## src/include/tfs_pkg.sv

```systemverilog
// ****************************************************************
// frame sync constants and types
// ****************************************************************
package tfs_pkg;

   // ****************************************************************
   // frame geometry
   // ****************************************************************
   localparam int unsigned FRAME_BITS   = 193;          // one overhead bit plus 24 x 8 bits
   localparam logic [7:0]  FRAME_LAST   = 8'hC0;        // last bit index of a frame (192)
   localparam logic [6:0]  MUX_LAST     = 7'h0B;        // last frame of a 12-frame multiframe
   localparam logic [6:0]  SLC_LAST     = 7'h47;        // last frame of a 72-frame multiframe
   localparam logic [6:0]  SLC_OVH_BASE = 7'h17;        // frame 24, first overhead frame

   // ****************************************************************
   // alignment patterns, newest F-bit in bit 0
   // ****************************************************************
   localparam logic [11:0] MUX_FAS      = 12'h8DC;      // 100011011100
   localparam logic [23:0] SLC_FAS      = 24'h23_7237;  // 001000110111001000110111
   localparam logic [7:0]  CH24_MASK    = 8'h9F;        // fixed positions of 0DY11101
   localparam logic [7:0]  CH24_VALUE   = 8'h1D;        // fixed values of 0DY11101
   localparam int unsigned CH24_D_POS   = 6;            // data-link bit
   localparam int unsigned CH24_Y_POS   = 5;            // alarm bit

   // ****************************************************************
   // search timing, counted in F-bits per candidate position
   // ****************************************************************
   localparam logic [6:0]  MUX_FILL     = 7'h0C;        // F-bits before a match can be trusted
   localparam logic [6:0]  SLC_FILL     = 7'h18;
   localparam logic [6:0]  MUX_DWELL    = 7'h17;        // 12 + 11 covers every phase
   localparam logic [6:0]  SLC_DWELL    = 7'h5F;        // 24 + 71 covers every phase
   localparam logic [6:0]  MUX_LOCK_FR  = 7'h0B;        // frame index at a match (frame 12)
   localparam logic [6:0]  SLC_LOCK_FR  = 7'h15;        // frame index at a match (frame 22)

   // ****************************************************************
   // types
   // ****************************************************************
   typedef enum logic {ST_SEARCH, ST_LOCKED} tfs_state_t;
   typedef enum logic [2:0] {
      OVH_CONC, OVH_SPOIL, OVH_MAINT, OVH_ALARM, OVH_SWITCH, OVH_ZERO
   } tfs_ovh_kind_t;

endpackage

```

## src/verilog/tfs_fhist.sv

```systemverilog
`timescale 1ns/100ps
// ****************************************************************
// F-bit and channel-24 history at the candidate position
// ****************************************************************
module tfs_fhist
   import tfs_pkg::*;
#(
   parameter int unsigned F_DEPTH  = 24,   // longest alignment pattern
   parameter int unsigned C_DEPTH  = 12    // channel-24 checks kept
) (
   // clock and reset
   input  wire logic               clk,
   input  wire logic               srst,
   input  wire logic               ce,
   // history control
   input  wire logic               clr,
   input  wire logic               shift,
   input  wire logic               fbit,
   input  wire logic               ch24_ok,
   // history out, newest in bit 0
   output logic [F_DEPTH-1:0]      f_hist,
   output logic [C_DEPTH-1:0]      c_hist
);

   // the matcher compares against fixed 24 and 12 bit patterns
   if (F_DEPTH < 24 || C_DEPTH < 12) begin : g_depth_check
      $error("tfs_fhist: history too short for the alignment patterns");
   end

   typedef struct packed {
      logic [F_DEPTH-1:0] f;   // F-bits seen at the candidate
      logic [C_DEPTH-1:0] c;   // channel-24 fixed pattern results
   } tfs_hist_t;

   tfs_hist_t q, d;

   // clear wins over shift: a slipped candidate starts empty
   always_comb begin
      d = q;
      if (clr) begin
         d = '0;
      end else if (shift) begin
         d.f = {q.f[F_DEPTH-2:0], fbit};
         d.c = {q.c[C_DEPTH-2:0], ch24_ok};
      end
   end

   // state holds while the clock enable is low
   always_ff @(posedge clk) begin
      if (srst) begin
         q <= '0;
      end else if (ce) begin
         q <= d;
      end
   end

   assign f_hist = q.f;
   assign c_hist = q.c;

endmodule

```

## src/verilog/tfs_frame_sync.sv

```systemverilog
`timescale 1ns/100ps
// Operation
// RQ1: multiplexer multiframe is twelve 193-bit frames
// RQ2: channel 24 carries 0DY11101 every frame
// RQ3: search F-bits for 100011011100
// RQ4: D is data link, Y alarm, six fixed
// RQ5: loose check: pattern good before first F-bit
// RQ6: strict check: pattern good before all twelve
// RQ7: multiplexer lock drives out-of-frame low
// RQ8: multiframe flag at first multiplexer bit
// RQ9: SLC-96 multiframe is 72 frames
// RQ10: lock on 24-bit SLC-96 F-bit sequence
// RQ11: frame 1 holds the first one
// RQ12: SLC-96 lock drives out-of-frame low
// RQ13: multiframe flag at first SLC-96 bit
// RQ14: map overhead F-bits from frame 24 onward
// RQ15: keep checking the stream after lock
// RQ16: slip candidate position until criteria met
module tfs_frame_sync
   import tfs_pkg::*;
(
   // clock, reset, enable
   input  wire logic          clk,
   input  wire logic          srst,
   input  wire logic          ce,
   // recovered line bits
   input  wire logic          bit_valid,
   input  wire logic          bit_in,
   // configuration
   input  wire logic          slc_format_sel,         // 1 SLC-96, 0 digital multiplexer
   input  wire logic          strict_ch24_check_sel,
   // alignment status
   output logic               out_of_frame_status,
   output logic               multiframe_start_flag,
   output logic [6:0]         frame_index,            // zero-based frame in multiframe
   // monitoring after lock
   output logic               fbit_error,
   output logic               ch24_error,
   // channel 24 side bits
   output logic               ch24_valid,
   output logic               ch24_data_link,
   output logic               ch24_alarm,
   // SLC-96 overhead bits
   output logic               ovh_valid,
   output tfs_ovh_kind_t      ovh_kind,
   output logic [3:0]         ovh_index,
   output logic               ovh_bit
);

   // ****************************************************************
   // decoding functions
   // ****************************************************************

   // channel-24 fixed positions, D and Y ignored
   function automatic logic ch24_good(input logic [7:0] b);
      ch24_good = ((b & CH24_MASK) == CH24_VALUE); // RQ2 RQ4
   endfunction

   // {checked, expected} for the F-bit of zero-based frame f
   function automatic logic [1:0] exp_fbit(input logic slc, input logic [6:0] f);
      logic [4:0] pos;
      // the sequence opens two frames before frame 1, so frame 2 is bit 20
      pos = 5'(5'd21 - f[4:0]);
      if (!slc) begin
         exp_fbit = {1'b1, MUX_FAS[4'(4'd11 - f[3:0])]};     // RQ3
      end else if (!f[0]) begin
         exp_fbit = {1'b1, ~f[1]};                          // odd frame terminal bits
      end else if (f < SLC_OVH_BASE) begin
         exp_fbit = {1'b1, SLC_FAS[pos]};                   // RQ10 RQ11
      end else if (f == SLC_LAST) begin
         exp_fbit = 2'b10;                                  // RQ14
      end else begin
         exp_fbit = 2'b00;
      end
   endfunction

   // overhead slot in frames 24..72 (odd zero-based index)
   function automatic logic [7:0] ovh_map(input logic [6:0] f);
      logic [4:0] s;
      s = 5'((f - SLC_OVH_BASE) >> 1);
      if (s <= 5'd10) begin
         ovh_map = {OVH_CONC, 5'(s + 5'd1)};
      end else if (s <= 5'd13 || s == 5'd23) begin
         ovh_map = {OVH_SPOIL, 5'd0};
      end else if (s <= 5'd16) begin
         ovh_map = {OVH_MAINT, 5'(s - 5'd13)};
      end else if (s <= 5'd18) begin
         ovh_map = {OVH_ALARM, 5'(s - 5'd16)};
      end else if (s <= 5'd22) begin
         ovh_map = {OVH_SWITCH, 5'(s - 5'd18)};
      end else begin
         ovh_map = {OVH_ZERO, 5'd0};
      end
   endfunction

   // ****************************************************************
   // state
   // ****************************************************************
   typedef struct packed {
      tfs_state_t    st;        // searching or locked
      logic          slc;       // format the search was started for
      logic [7:0]    bcnt;      // bit index in frame, 0 is the F-bit
      logic [6:0]    frame;     // zero-based frame in multiframe
      logic [6:0]    dwell;     // F-bits tested at this candidate
      logic          slip;      // hold the bit count for one bit
      logic          chk;       // history just shifted, test it
      logic [7:0]    ch24;      // last eight bits, oldest at msb
      logic          mfs;       // multiframe start pulse
      logic          ferr;
      logic          cerr;
      logic          cval;
      logic          cd;
      logic          cy;
      logic          oval;
      tfs_ovh_kind_t okind;
      logic [3:0]    oidx;
      logic          obit;
   } tfs_state_rec_t;

   tfs_state_rec_t q, d;
   logic [23:0]    f_hist;      // candidate F-bits, newest in bit 0
   logic [11:0]    c_hist;      // channel-24 results, newest in bit 0
   logic           h_clr;
   logic           h_shift;
   logic           lock_hit;
   logic           fpos;

   // ****************************************************************
   // history of the candidate position
   // ****************************************************************
   tfs_fhist #(
      .F_DEPTH (24),
      .C_DEPTH (12)
   ) u_hist (
      .clk     (clk),
      .srst    (srst),
      .ce      (ce),
      .clr     (h_clr),
      .shift   (h_shift),
      .fbit    (bit_in),
      .ch24_ok (ch24_good(q.ch24)),
      .f_hist  (f_hist),
      .c_hist  (c_hist)
   );

   // alignment criteria for the format in use
   always_comb begin
      if (q.slc) begin
         lock_hit = (f_hist == SLC_FAS) && (q.dwell >= SLC_FILL);          // RQ10 RQ11
      end else begin
         lock_hit = (f_hist[11:0] == MUX_FAS) && (q.dwell >= MUX_FILL)     // RQ3
                  && (strict_ch24_check_sel ? (&c_hist) : c_hist[11]);    // RQ5 RQ6
      end
   end

   // the current bit sits in an F-bit position
   assign fpos = bit_valid && (q.bcnt == 8'h00) && !q.slip;

   // ****************************************************************
   // next state
   // ****************************************************************
   always_comb begin
      logic [6:0] fr;
      logic [1:0] ex;
      logic [7:0] om;
      fr = 7'h00;
      ex = 2'b00;
      om = 8'h00;
      d = q;
      h_clr = 1'b0;
      h_shift = 1'b0;
      d.mfs = 1'b0;
      d.ferr = 1'b0;
      d.cerr = 1'b0;
      d.cval = 1'b0;
      d.oval = 1'b0;
      if (slc_format_sel != q.slc) begin
         // a format change restarts the search from scratch
         d.slc = slc_format_sel;
         d.st = ST_SEARCH;
         d.dwell = 7'h00;
         d.chk = 1'b0;
         h_clr = 1'b1;
      end else begin
         // lock one cycle after the matching F-bit entered the history
         if (q.chk) begin
            d.chk = 1'b0;
            if (q.st == ST_SEARCH && lock_hit) begin
               d.st = ST_LOCKED;                                          // RQ7 RQ12 RQ16
               d.frame = q.slc ? SLC_LOCK_FR : MUX_LOCK_FR;               // RQ11
            end
         end
         if (bit_valid) begin
            // bit counter; a slip stretches one frame by a bit
            if (q.slip) begin
               d.slip = 1'b0;                                             // RQ16
            end else begin
               d.bcnt = (q.bcnt == FRAME_LAST) ? 8'h00 : 8'(q.bcnt + 8'h01); // RQ1 RQ9
            end
            d.ch24 = {q.ch24[6:0], bit_in};
         end
         if (fpos) begin
            fr = (q.frame == (q.slc ? SLC_LAST : MUX_LAST)) ? 7'h00 : 7'(q.frame + 7'h01);
            d.frame = fr;                                                 // RQ1 RQ9
            if (q.st == ST_LOCKED) begin
               d.mfs = (fr == 7'h00);                                     // RQ8 RQ13
               ex = exp_fbit(q.slc, fr);
               d.ferr = ex[1] && (ex[0] != bit_in);                       // RQ15
               if (!q.slc) begin
                  // channel 24 ended on the bit just before this F-bit
                  d.cval = 1'b1;
                  d.cerr = !ch24_good(q.ch24);                            // RQ15
                  d.cd = q.ch24[CH24_D_POS];                              // RQ4
                  d.cy = q.ch24[CH24_Y_POS];                              // RQ4
               end else if (fr >= SLC_OVH_BASE && fr[0]) begin
                  om = ovh_map(fr);                                       // RQ14
                  d.oval = 1'b1;
                  d.okind = tfs_ovh_kind_t'(om[7:5]);
                  d.oidx = om[3:0];
                  d.obit = bit_in;
               end
            end else if (q.dwell == (q.slc ? SLC_DWELL : MUX_DWELL)) begin
               // candidate exhausted: move one bit later and start over
               d.slip = 1'b1;                                             // RQ16
               d.dwell = 7'h00;
               h_clr = 1'b1;
            end else begin
               h_shift = 1'b1;                                            // RQ16
               d.chk = 1'b1;
               d.dwell = 7'(q.dwell + 7'h01);
            end
         end
      end
   end

   // ****************************************************************
   // registers
   // ****************************************************************
   always_ff @(posedge clk) begin
      if (srst) begin
         q <= '0;
      end else if (ce) begin
         q <= d;
      end
   end

   // ****************************************************************
   // outputs
   // ****************************************************************
   assign out_of_frame_status   = (q.st == ST_SEARCH);                    // RQ7 RQ12
   assign multiframe_start_flag = q.mfs;
   assign frame_index           = q.frame;
   assign fbit_error            = q.ferr;
   assign ch24_error            = q.cerr;
   assign ch24_valid            = q.cval;
   assign ch24_data_link        = q.cd;
   assign ch24_alarm            = q.cy;
   assign ovh_valid             = q.oval;
   assign ovh_kind              = q.okind;
   assign ovh_index             = q.oidx;
   assign ovh_bit               = q.obit;
endmodule
```

## config.mk

```make
export PLATFORM = sky130hd
export DESIGN_NAME = tfs_frame_sync
export DESIGN_NICKNAME = d
export VERILOG_FILES = /design/src/include/tfs_pkg.sv /design/src/verilog/tfs_fhist.sv /design/src/verilog/tfs_frame_sync.sv
export SDC_FILE = /design/constraint.sdc
export NUM_CORES = 1
export LEC_CHECK = 0
export ABC_AREA = 1
export ABC_CLOCK_PERIOD_IN_PS = 6650
export BUFFER_PORTS_ARGS = -buffer_cell sky130_fd_sc_hd__buf_2
export CAP_MARGIN = 40
export CORE_ASPECT_RATIO = 0.5
export CORE_UTILIZATION = 60
export DETAILED_ROUTE_END_ITERATION = 6
export PLACE_DENSITY = 0.8
export SYNTH_ARGS = -nofsm -noshare
export SYNTH_HDL_FRONTEND = slang
export SYNTH_SLANG_ARGS = --single-unit
```

## constraint.sdc

```tcl
create_clock -name clk -period 6.65 [get_ports clk]
set_input_delay 0.3325 -clock clk [delete_from_list [all_inputs] [get_ports clk]]
set_output_delay 0.3325 -clock clk [all_outputs]
set_load 0.03 [all_outputs]
```

# --- Word level (Yosys, flattened, before mapping) ---
# Memory sizes are Yosys's and may differ from the RTL's.
# Cells that the tools add are included.
totals:
  ff_bits: 85
  latch_bits: 0
  ramBits: 0
  mem_bits_ro: 48
  in_bits: 7
  n_memories: 2
op_classes:
  addsub: 10
  n_mul: 0
  n_div: 0
  magnitude_cmp: 11
  eq_ne: 11
  shifts: 0
  mux: 49
  n_bitwise: 5
  reduce_logical: 30
mem_list:
  columns: ["name", "words", "word_bits", "rd", "rd_ports_with_merged_regs", "wr", "line_no", "text"]
  rows:
  - ["(no name shown)", 32, 1, 1, 0, 0, "tfs_frame_sync.sv:69", "exp_fbit = {1'b1, SLC_FAS[pos]};"]
  - ["(no name shown)", 16, 1, 1, 0, 0, "tfs_frame_sync.sv:65", "exp_fbit = {1'b1, MUX_FAS[4'(4'd11 - f[3:0])]};"]
op_table:
  columns: ["cell", "count"]
  rows:
  - ["two-way mux 36 bit", 2]
  - ["two-way mux 7 bit", 7]
  - ["two-way mux 15 bit", 3]
  - ["two-way mux 8 bit", 5]
  - ["two-way mux 9 bit", 3]
  - ["equality test 24 x 22 -> 1 bit, second input constant", 1]
  - ["two-way mux 1 bit", 18]
  - ["two-way mux 16 bit", 1]
  - ["<= comparator 5 bit, second input constant", 3]
  - ["adder 7 x 1 -> 7 bit, second input constant", 2]
  - ["equality test 7 bit", 2]
  - ["greater-or-equal comparator 7 x 5 -> 1 bit, second input constant", 2]
  - ["two-way mux 2 bit", 7]
  - ["equality test 12 bit, second input constant", 1]
  - ["AND reduction 12 bit", 1]
  - ["nonzero test 2 bit", 6]
  - ["<= comparator 5 x 4 -> 1 bit, second input constant", 2]
  - ["subtractor 5 bit, second input constant", 2]
  - ["AND reduction 3 bit", 3]
  - ["adder 8 x 1 -> 8 bit, second input constant", 1]
  - ["equality test 8 bit, second input constant", 1]
  - ["logical AND 1 bit", 8]
  - ["logical NOT 8 bit", 1]
  - ["AND reduction 4 bit", 2]
  - ["other kinds (24)", 32]

# --- Depth between registers and ports, before layout ---
logic_depth:
  ltp_word: 17
  depth_mapped: 22
  ltp_nobuf: 21

# --- Modules after synthesis ---
# A second synthesis with hierarchy kept.
unflattened:
  hier_cells: 751
  hier_area_um2: 5118.7
by_module_without_submodules:
  columns: ["mod", "n_inst", "cells_each", "area_per_inst_um2", "seq_area_each_um2"]
  rows:
  - ["tfs_frame_sync", 1, 500, 3483.3, 980.9]
  - ["tfs_fhist", 1, 251, 1635.3, 720.7]

# --- Worst setup path before layout ---
# Ideal clock, no wire load.
synth_timing:
  path_kind: "reg-to-reg"
  startpoint: "reg q, in the netlist frame_index[1]"
  endpoint: "reg q, in the netlist ovh_index[0]"
  arrival_time_ns: 2.654
  required_ns: 6.534
  setup_slack_ns: 3.880
  stages_incl_launch_ff: 21
  path_buffers: 0
  synth_period_minus_slack_ns: 2.770
  path_cell_list: "dfxtp_1 -> ha_1 -> nand2_1 -> nor2_4 -> nand2_4 -> nand2_1 -> inv_1 -> ha_1 -> nand3_4 -> nand2_4 -> o21ai_4 -> inv_1 -> ha_1 -> nand3_1 -> nand2_1 -> nand2_1 -> nand2_2 -> o21ai_0 -> inv_1 -> nor2_1 -> nor2_1"
synth_between:
  elab_chain_cells: 9
synth_rtl:
  columns: ["element", "line_no", "text"]
  rows:
  - ["start, declared", "tfs_frame_sync.sv:120", "tfs_state_rec_t q, d;"]
  - ["start signal, assigned", "tfs_frame_sync.sv:241", "q <= '0;"]
  - ["start signal, assigned", "tfs_frame_sync.sv:243", "q <= d;"]
  - ["adder 7 x 1 -> 7 bit or equality test 7 bit (tied branches)", "tfs_frame_sync.sv:203", "fr = (q.frame == (q.slc ? SLC_LAST : MUX_LAST)) ? 7'h00 : 7'(q.frame + 7'h01);"]
  - ["two-way mux 7 bit (*)", "tfs_frame_sync.sv:203", null]
  - ["subtractor 6 x 5 -> 6 bit", "tfs_frame_sync.sv:80", "s = 5'((f - SLC_OVH_BASE) >> 1);"]
  - ["subtractor 5 bit or <= comparator 5 bit (tied branches)", "tfs_frame_sync.sv:90, tfs_frame_sync.sv:89", null]
  - ["two-way mux 6 bit", "tfs_frame_sync.sv:89", "end else if (s <= 5'd22) begin"]
  - ["two-way mux 8 bit", "tfs_frame_sync.sv:87", "end else if (s <= 5'd18) begin"]
  - ["two-way mux 8 bit", "tfs_frame_sync.sv:85", "end else if (s <= 5'd16) begin"]
  - ["two-way mux 8 bit", "tfs_frame_sync.sv:83", "end else if (s <= 5'd13 || s == 5'd23) begin"]
  - ["two-way mux 8 bit", "tfs_frame_sync.sv:81", "if (s <= 5'd10) begin"]
# Mark *: on every way between the ends. The rest lies on a longest branch, timed or not.
# A chain may end at the register's enable or synchronous reset.

# --- Final worst setup path ---
layout_timing:
  startpoint: "reg q, in the netlist frame_index[1]"
  endpoint: "reg q, in the netlist ovh_index[2]"
# Same word-level chain as after synthesis.

==> impl_results.html <==
<table>
<tr><th>Metric</th><th>Value</th></tr>
<tr><th colspan="2">Setup path</th></tr>
<tr><td>Crit path kind</td><td>flop to flop</td></tr>
<tr><td>CP Cell Sequence</td><td>ha_1 &gt; nand2_1 &gt; nor2_4 &gt; nand2_4 &gt; nand2_1 &gt; inv_1 &gt; ha_1 &gt; nand3_4 &gt; nand2_4 &gt; o21ai_4 &gt; inv_1 &gt; ha_1 &gt; inv_1 &gt; nand2_1 &gt; o21ai_2 &gt; nand2_2 &gt; nor2_1 &gt; nand2_1 &gt; a21oi_2</td></tr>
<tr><td>Critical path endpoint category</td><td>flop</td></tr>
<tr><td>Worst Path Arrival</td><td>3530 ps</td></tr>
<tr><td>Startpoint type of the worst setup path</td><td>flop</td></tr>
<tr><td>CP max-delay cell</td><td>dfxtp_1</td></tr>
<tr><td>Count of cell instances traversed by the critical path</td><td>19</td></tr>
<tr><td>CP Launch Point</td><td>frame_index[1]</td></tr>
<tr><td>Largest driver fanout on the critical path</td><td>9</td></tr>
<tr><td>Worst Path Buf+Inv</td><td>3</td></tr>
<tr><td>Most common cell on crit path</td><td>nand2_1</td></tr>
<tr><td>Capturing instance or port of the critical path</td><td>ovh_index[2]</td></tr>
<tr><td>Category of cells accounting for the largest share of critical-path delay</td><td>simple AND/OR/NAND/NOR gates</td></tr>
<tr><td>Slowest Stage Delay on Critical Path</td><td>510 ps</td></tr>
<tr><td>Endpoint of the most critical register-to-register path</td><td>ovh_index[2]</td></tr>
<tr><td>Data required, critical path</td><td>6920 ps</td></tr>
<tr><td>FF-to-FF setup slack</td><td>3400 ps</td></tr>
<tr><td>Worst r2r src</td><td>frame_index[1]</td></tr>
<tr><td>Reg2Reg Depth</td><td>19</td></tr>
<tr><th colspan="2">Timing</th></tr>
<tr><td>Setup repair after global routing missed its margin</td><td>false</td></tr>
<tr><td>Final setup fails</td><td>0</td></tr>
<tr><td>Worst slew margin relative to its limit</td><td>54.3%</td></tr>
<tr><td>Worst-case hold slack</td><td>321 ps</td></tr>
<tr><td>Tcrit/Tclk final</td><td>48.9%</td></tr>
<tr><td>Number of pins exceeding their max-slew limit in the final report</td><td>0</td></tr>
<tr><td>Final critical-path required period</td><td>3250 ps</td></tr>
<tr><td>Achievable clock frequency</td><td>307 MHz</td></tr>
<tr><td>Total negative slack for setup checks</td><td>0 ps</td></tr>
<tr><td>Worst Slack Setup Final</td><td>3400 ps</td></tr>
<tr><td>Final-report hold violation count</td><td>0</td></tr>
<tr><td>Actual transition at the worst max-transition pin</td><td>685 ps</td></tr>
<tr><td>Setup clock skew after layout</td><td>8.14 ps</td></tr>
<tr><th colspan="2">Routing</th></tr>
<tr><td>DRC Markers</td><td>0</td></tr>
<tr><td>Wire length on met1</td><td>5130 µm</td></tr>
<tr><td>Pre-antenna DRT Iters</td><td>5</td></tr>
<tr><td>Per-cell via count in the routed design</td><td>5.40</td></tr>
<tr><td>WL per Instance</td><td>13.0 µm</td></tr>
<tr><td>Met2 WL</td><td>4640 µm</td></tr>
<tr><td>Highest metal layer with signal wires</td><td>met4</td></tr>
<tr><td>Met3 wire len</td><td>368 µm</td></tr>
<tr><td>1st-iter DRT viols</td><td>280</td></tr>
<tr><td>Final WL</td><td>10200 µm</td></tr>
<tr><td>Post-route ant nets</td><td>0</td></tr>
<tr><td>Number of vias in the routed layout</td><td>4247</td></tr>
<tr><th colspan="2">Synthesis</th></tr>
<tr><td>Post-Syn Instances</td><td>665</td></tr>
<tr><td>Synth Area in Compound Gates</td><td>14.2%</td></tr>
<tr><td>Share of Yosys cell area claimed by the top area cell type</td><td>36.0%</td></tr>
<tr><td>Seq cells post-synth</td><td>85</td></tr>
<tr><td>Post-synth net total</td><td>692</td></tr>
<tr><td>Synthesis Warnings</td><td>0</td></tr>
<tr><td>Area share of and/or/nand/nor cells after synthesis</td><td>31.2%</td></tr>
<tr><td>Post-synthesis sequential area ratio</td><td>36.0%</td></tr>
<tr><td>XOR/XNOR share of the synthesized area</td><td>2.78%</td></tr>
<tr><td>Share of cell area taken by muxes after synthesis</td><td>0%</td></tr>
<tr><td>Distinct cells, synth</td><td>50</td></tr>
<tr><td>Post-synth design cell area</td><td>4720 µm²</td></tr>
<tr><td>Main flop type after synthesis</td><td>dfxtp_1</td></tr>
<tr><td>Share of synthesized cell area in full adder, half adder and majority cells</td><td>5.30%</td></tr>
<tr><td>EDFF count, synth</td><td>0</td></tr>
<tr><td>Average cell area after synthesis</td><td>7.10 µm²</td></tr>
<tr><td>Largest family of logic cells by synthesized area</td><td>simple AND/OR/NAND/NOR gates</td></tr>
<tr><td>Cell accounting for the most synthesized area</td><td>dfxtp_1</td></tr>
<tr><td>Share of flip-flops with an asynchronous set or reset</td><td>0%</td></tr>
<tr><td>Cell types occupying the most area after synthesis</td><td>dfxtp_1 36%, nand2_1 13%, a21oi_1 7.8%</td></tr>
<tr><th colspan="2">Power</th></tr>
<tr><td>PD cells</td><td>241 nW/µm²</td></tr>
<tr><td>Leak</td><td>2.23 nW</td></tr>
<tr><td>Worst vdd rail ir drop</td><td>0.000166 V</td></tr>
<tr><th colspan="2">Floorplanning</th></tr>
<tr><td>Number of standard-cell rows in the floorplan</td><td>22</td></tr>
<tr><td>Floorplan core area</td><td>7460 µm²</td></tr>
<tr><td>Starting Density</td><td>63.3%</td></tr>
<tr><td>Die height</td><td>64.7 µm</td></tr>
<tr><td>Total I/O pin count</td><td>30</td></tr>
<tr><td>Die width</td><td>127 µm</td></tr>
<tr><td>Area of the die</td><td>8250 µm²</td></tr>
<tr><th colspan="2">Placement</th></tr>
<tr><td>Port Buf Inserts</td><td>29</td></tr>
<tr><td>Placement Setup Slack</td><td>3510 ps</td></tr>
<tr><td>Weighted congestion at the end of routability-driven global placement</td><td>0.952</td></tr>
<tr><td>Half-perimeter wire length of the detailed placement result</td><td>7030 µm</td></tr>
<tr><td>Number of placed instances with taps included</td><td>771</td></tr>
<tr><th colspan="2">Layout</th></tr>
<tr><td>Non-filler instance count after layout</td><td>787</td></tr>
<tr><td>Count of fill cells added during filler insertion</td><td>657</td></tr>
<tr><td>Final core utilization</td><td>69.4%</td></tr>
<tr><td># nets final</td><td>701</td></tr>
<tr><td>Diode insertion count for antenna repair</td><td>0</td></tr>
<tr><td>Footprint of the multi-input gates</td><td>2520 µm²</td></tr>
<tr><td>Synthesis-to-layout area growth</td><td>9.62%</td></tr>
<tr><td>Sequential Area</td><td>1700 µm²</td></tr>
<tr><td>Share of post-route cells with drive strength above 1</td><td>14.3%</td></tr>
<tr><th colspan="2">Clocking</th></tr>
<tr><td>Maximum level of the CTS H-tree</td><td>3</td></tr>
<tr><td>Root Buffer Master</td><td>clkbuf_16</td></tr>
<tr><td>TritonCTS clock tree</td><td>built</td></tr>
<tr><td>Post_cts resized</td><td>0</td></tr>
<tr><td>Clock insertion delay at the later pin of the skew report</td><td>340 ps</td></tr>
<tr><td>Post-CTS setup buffer count</td><td>0</td></tr>
<tr><td>Register clock-pin slew on the reported worst setup and hold paths</td><td>70 ps</td></tr>
<tr><td>Hold-fix buffers at CTS</td><td>0</td></tr>
<tr><td>Total clock buffers created by CTS</td><td>9</td></tr>
<tr><td>Clock buffer depth</td><td>2</td></tr>
<tr><td>Total clock sinks</td><td>85</td></tr>
<tr><th colspan="2">Global route</th></tr>
<tr><td>Number of antenna violations at the first check in global routing</td><td>0</td></tr>
<tr><td>Vias in the first global route</td><td>3877</td></tr>
<tr><td>Wire length of the first global-routing pass</td><td>17700 µm</td></tr>
<tr><td>Maximum number of pins on one net before global-route repair</td><td>40</td></tr>
<tr><td>Overall routing resource usage</td><td>27.2%</td></tr>
<tr><td>Overflow left after global routing</td><td>0</td></tr>
<tr><th colspan="2">Status</th></tr>
<tr><td>Outcome</td><td>finished, final reports clean</td></tr>
<tr><th colspan="2">Run</th></tr>
<tr><td>Reported max-cap violation count</td><td>0</td></tr>
<tr><th colspan="2">Hold path</th></tr>
<tr><td>Kind of path behind the tightest hold check</td><td>input pin to flop</td></tr>
</table>
flip-flops by register name (all words and copies together) (netlist names):
register               count
q                         27
u_hist.f_hist             24
u_hist.c_hist             12
frame_index                7
ovh_index                  4
ovh_kind                   3
ch24_alarm                 1
ch24_data_link             1
ch24_error                 1
ch24_valid                 1
fbit_error                 1
multiframe_start_flag      1
ovh_bit                    1
ovh_valid                  1
synth_stat cells (9+ instances only):
| library cell | number |
|---|---|
| nand4_1 | 10 |
| nor2_1 | 60 |
| nand2_1 | 165 |
| inv_1 | 66 |
| nand2_2 | 9 |
| o21ai_0 | 32 |
| clkbuf_1 | 12 |
| ha_1 | 20 |
| buf_4 | 15 |
| nand3_1 | 25 |
| dfxtp_1 | 85 |
| nor3_1 | 15 |
| a21oi_1 | 74 |
worst min path at each step:
stage	from	to	slack (ps)	depth (start not counted)
after floorplan	q[15]	q[16]	440	2
after global placement	ovh_valid	ovh_valid	450	2
after detailed placement	ovh_kind[1]	ovh_kind[1]	450	2
after CTS	bit_in	u_hist.f_hist[0]	310	3
after global routing	bit_in	u_hist.f_hist[0]	320	3
final	slc_format_sel	q[47]	320	3
cell type report:
cell class	instances	area share, %
repair buffers	32	3.63
multi-input cells	469	48.8
flip-flops and latches	85	32.9
clock buffers	9	4.35
inverters	77	5.73
well taps	108	2.61
clock inverters	7	2.01
where the power goes:
group / internal (mW) / switching [mW]
clock network: 0.335 / 0.218
registers: 0.516 / 0.00899
logic: 0.0518 / 0.116
worst min-delay path, stage by stage:
cell and delay (ps):
buf_2 120, nor2_1 100, a211oi_1 50
placed cells by master (no fill, tap or decap), types with 2 or more instances in the layout:
master     instances
nand2_2            9
o21ai_0           32
o21ai_1            2
nor3_1            15
nor2_2             2
o21ai_2            2
inv_1             66
dfxtp_1           85
xnor2_1            3
nor2_4             2
inv_2              8
nand2_1          165
a21oi_2            2
inv_8              2
nand3_2            4
nand2_4            7
nor2_1            60
buf_2             29
nor3b_1            4
bufinv_16          2
nand3_1           25
nand4_1           10
nor4_1             4
a211oi_1           3
clkbuf_16          9
a21oi_1           74
nand3b_1           4
ha_1              20
inv_6              2
xor2_1             2
xor2_4             2
metrics by stage:
step	cell area, µm²	power, mW
final	5170	1.25
after CTS	5170	1.25
after global routing	5170	1.30
after floorplan	4720	0.668
after detailed placement	4850	0.701
after global placement	4810	0.695
logic make-up after synthesis:
family	Yosys count
xor+xnor	9
compound gates	123
simple gates	317
flops	85
fa+ha+maj	20
buf+inv	111
layer usage:
metal	up-vias	global-route usage [%]
li1	2148	-
met5	-	0
met2	91	43.8
met4	0	8.04
met3	10	6.19
met1	1998	36.6
No activity file was read; power rests on OpenSTA's default activity.
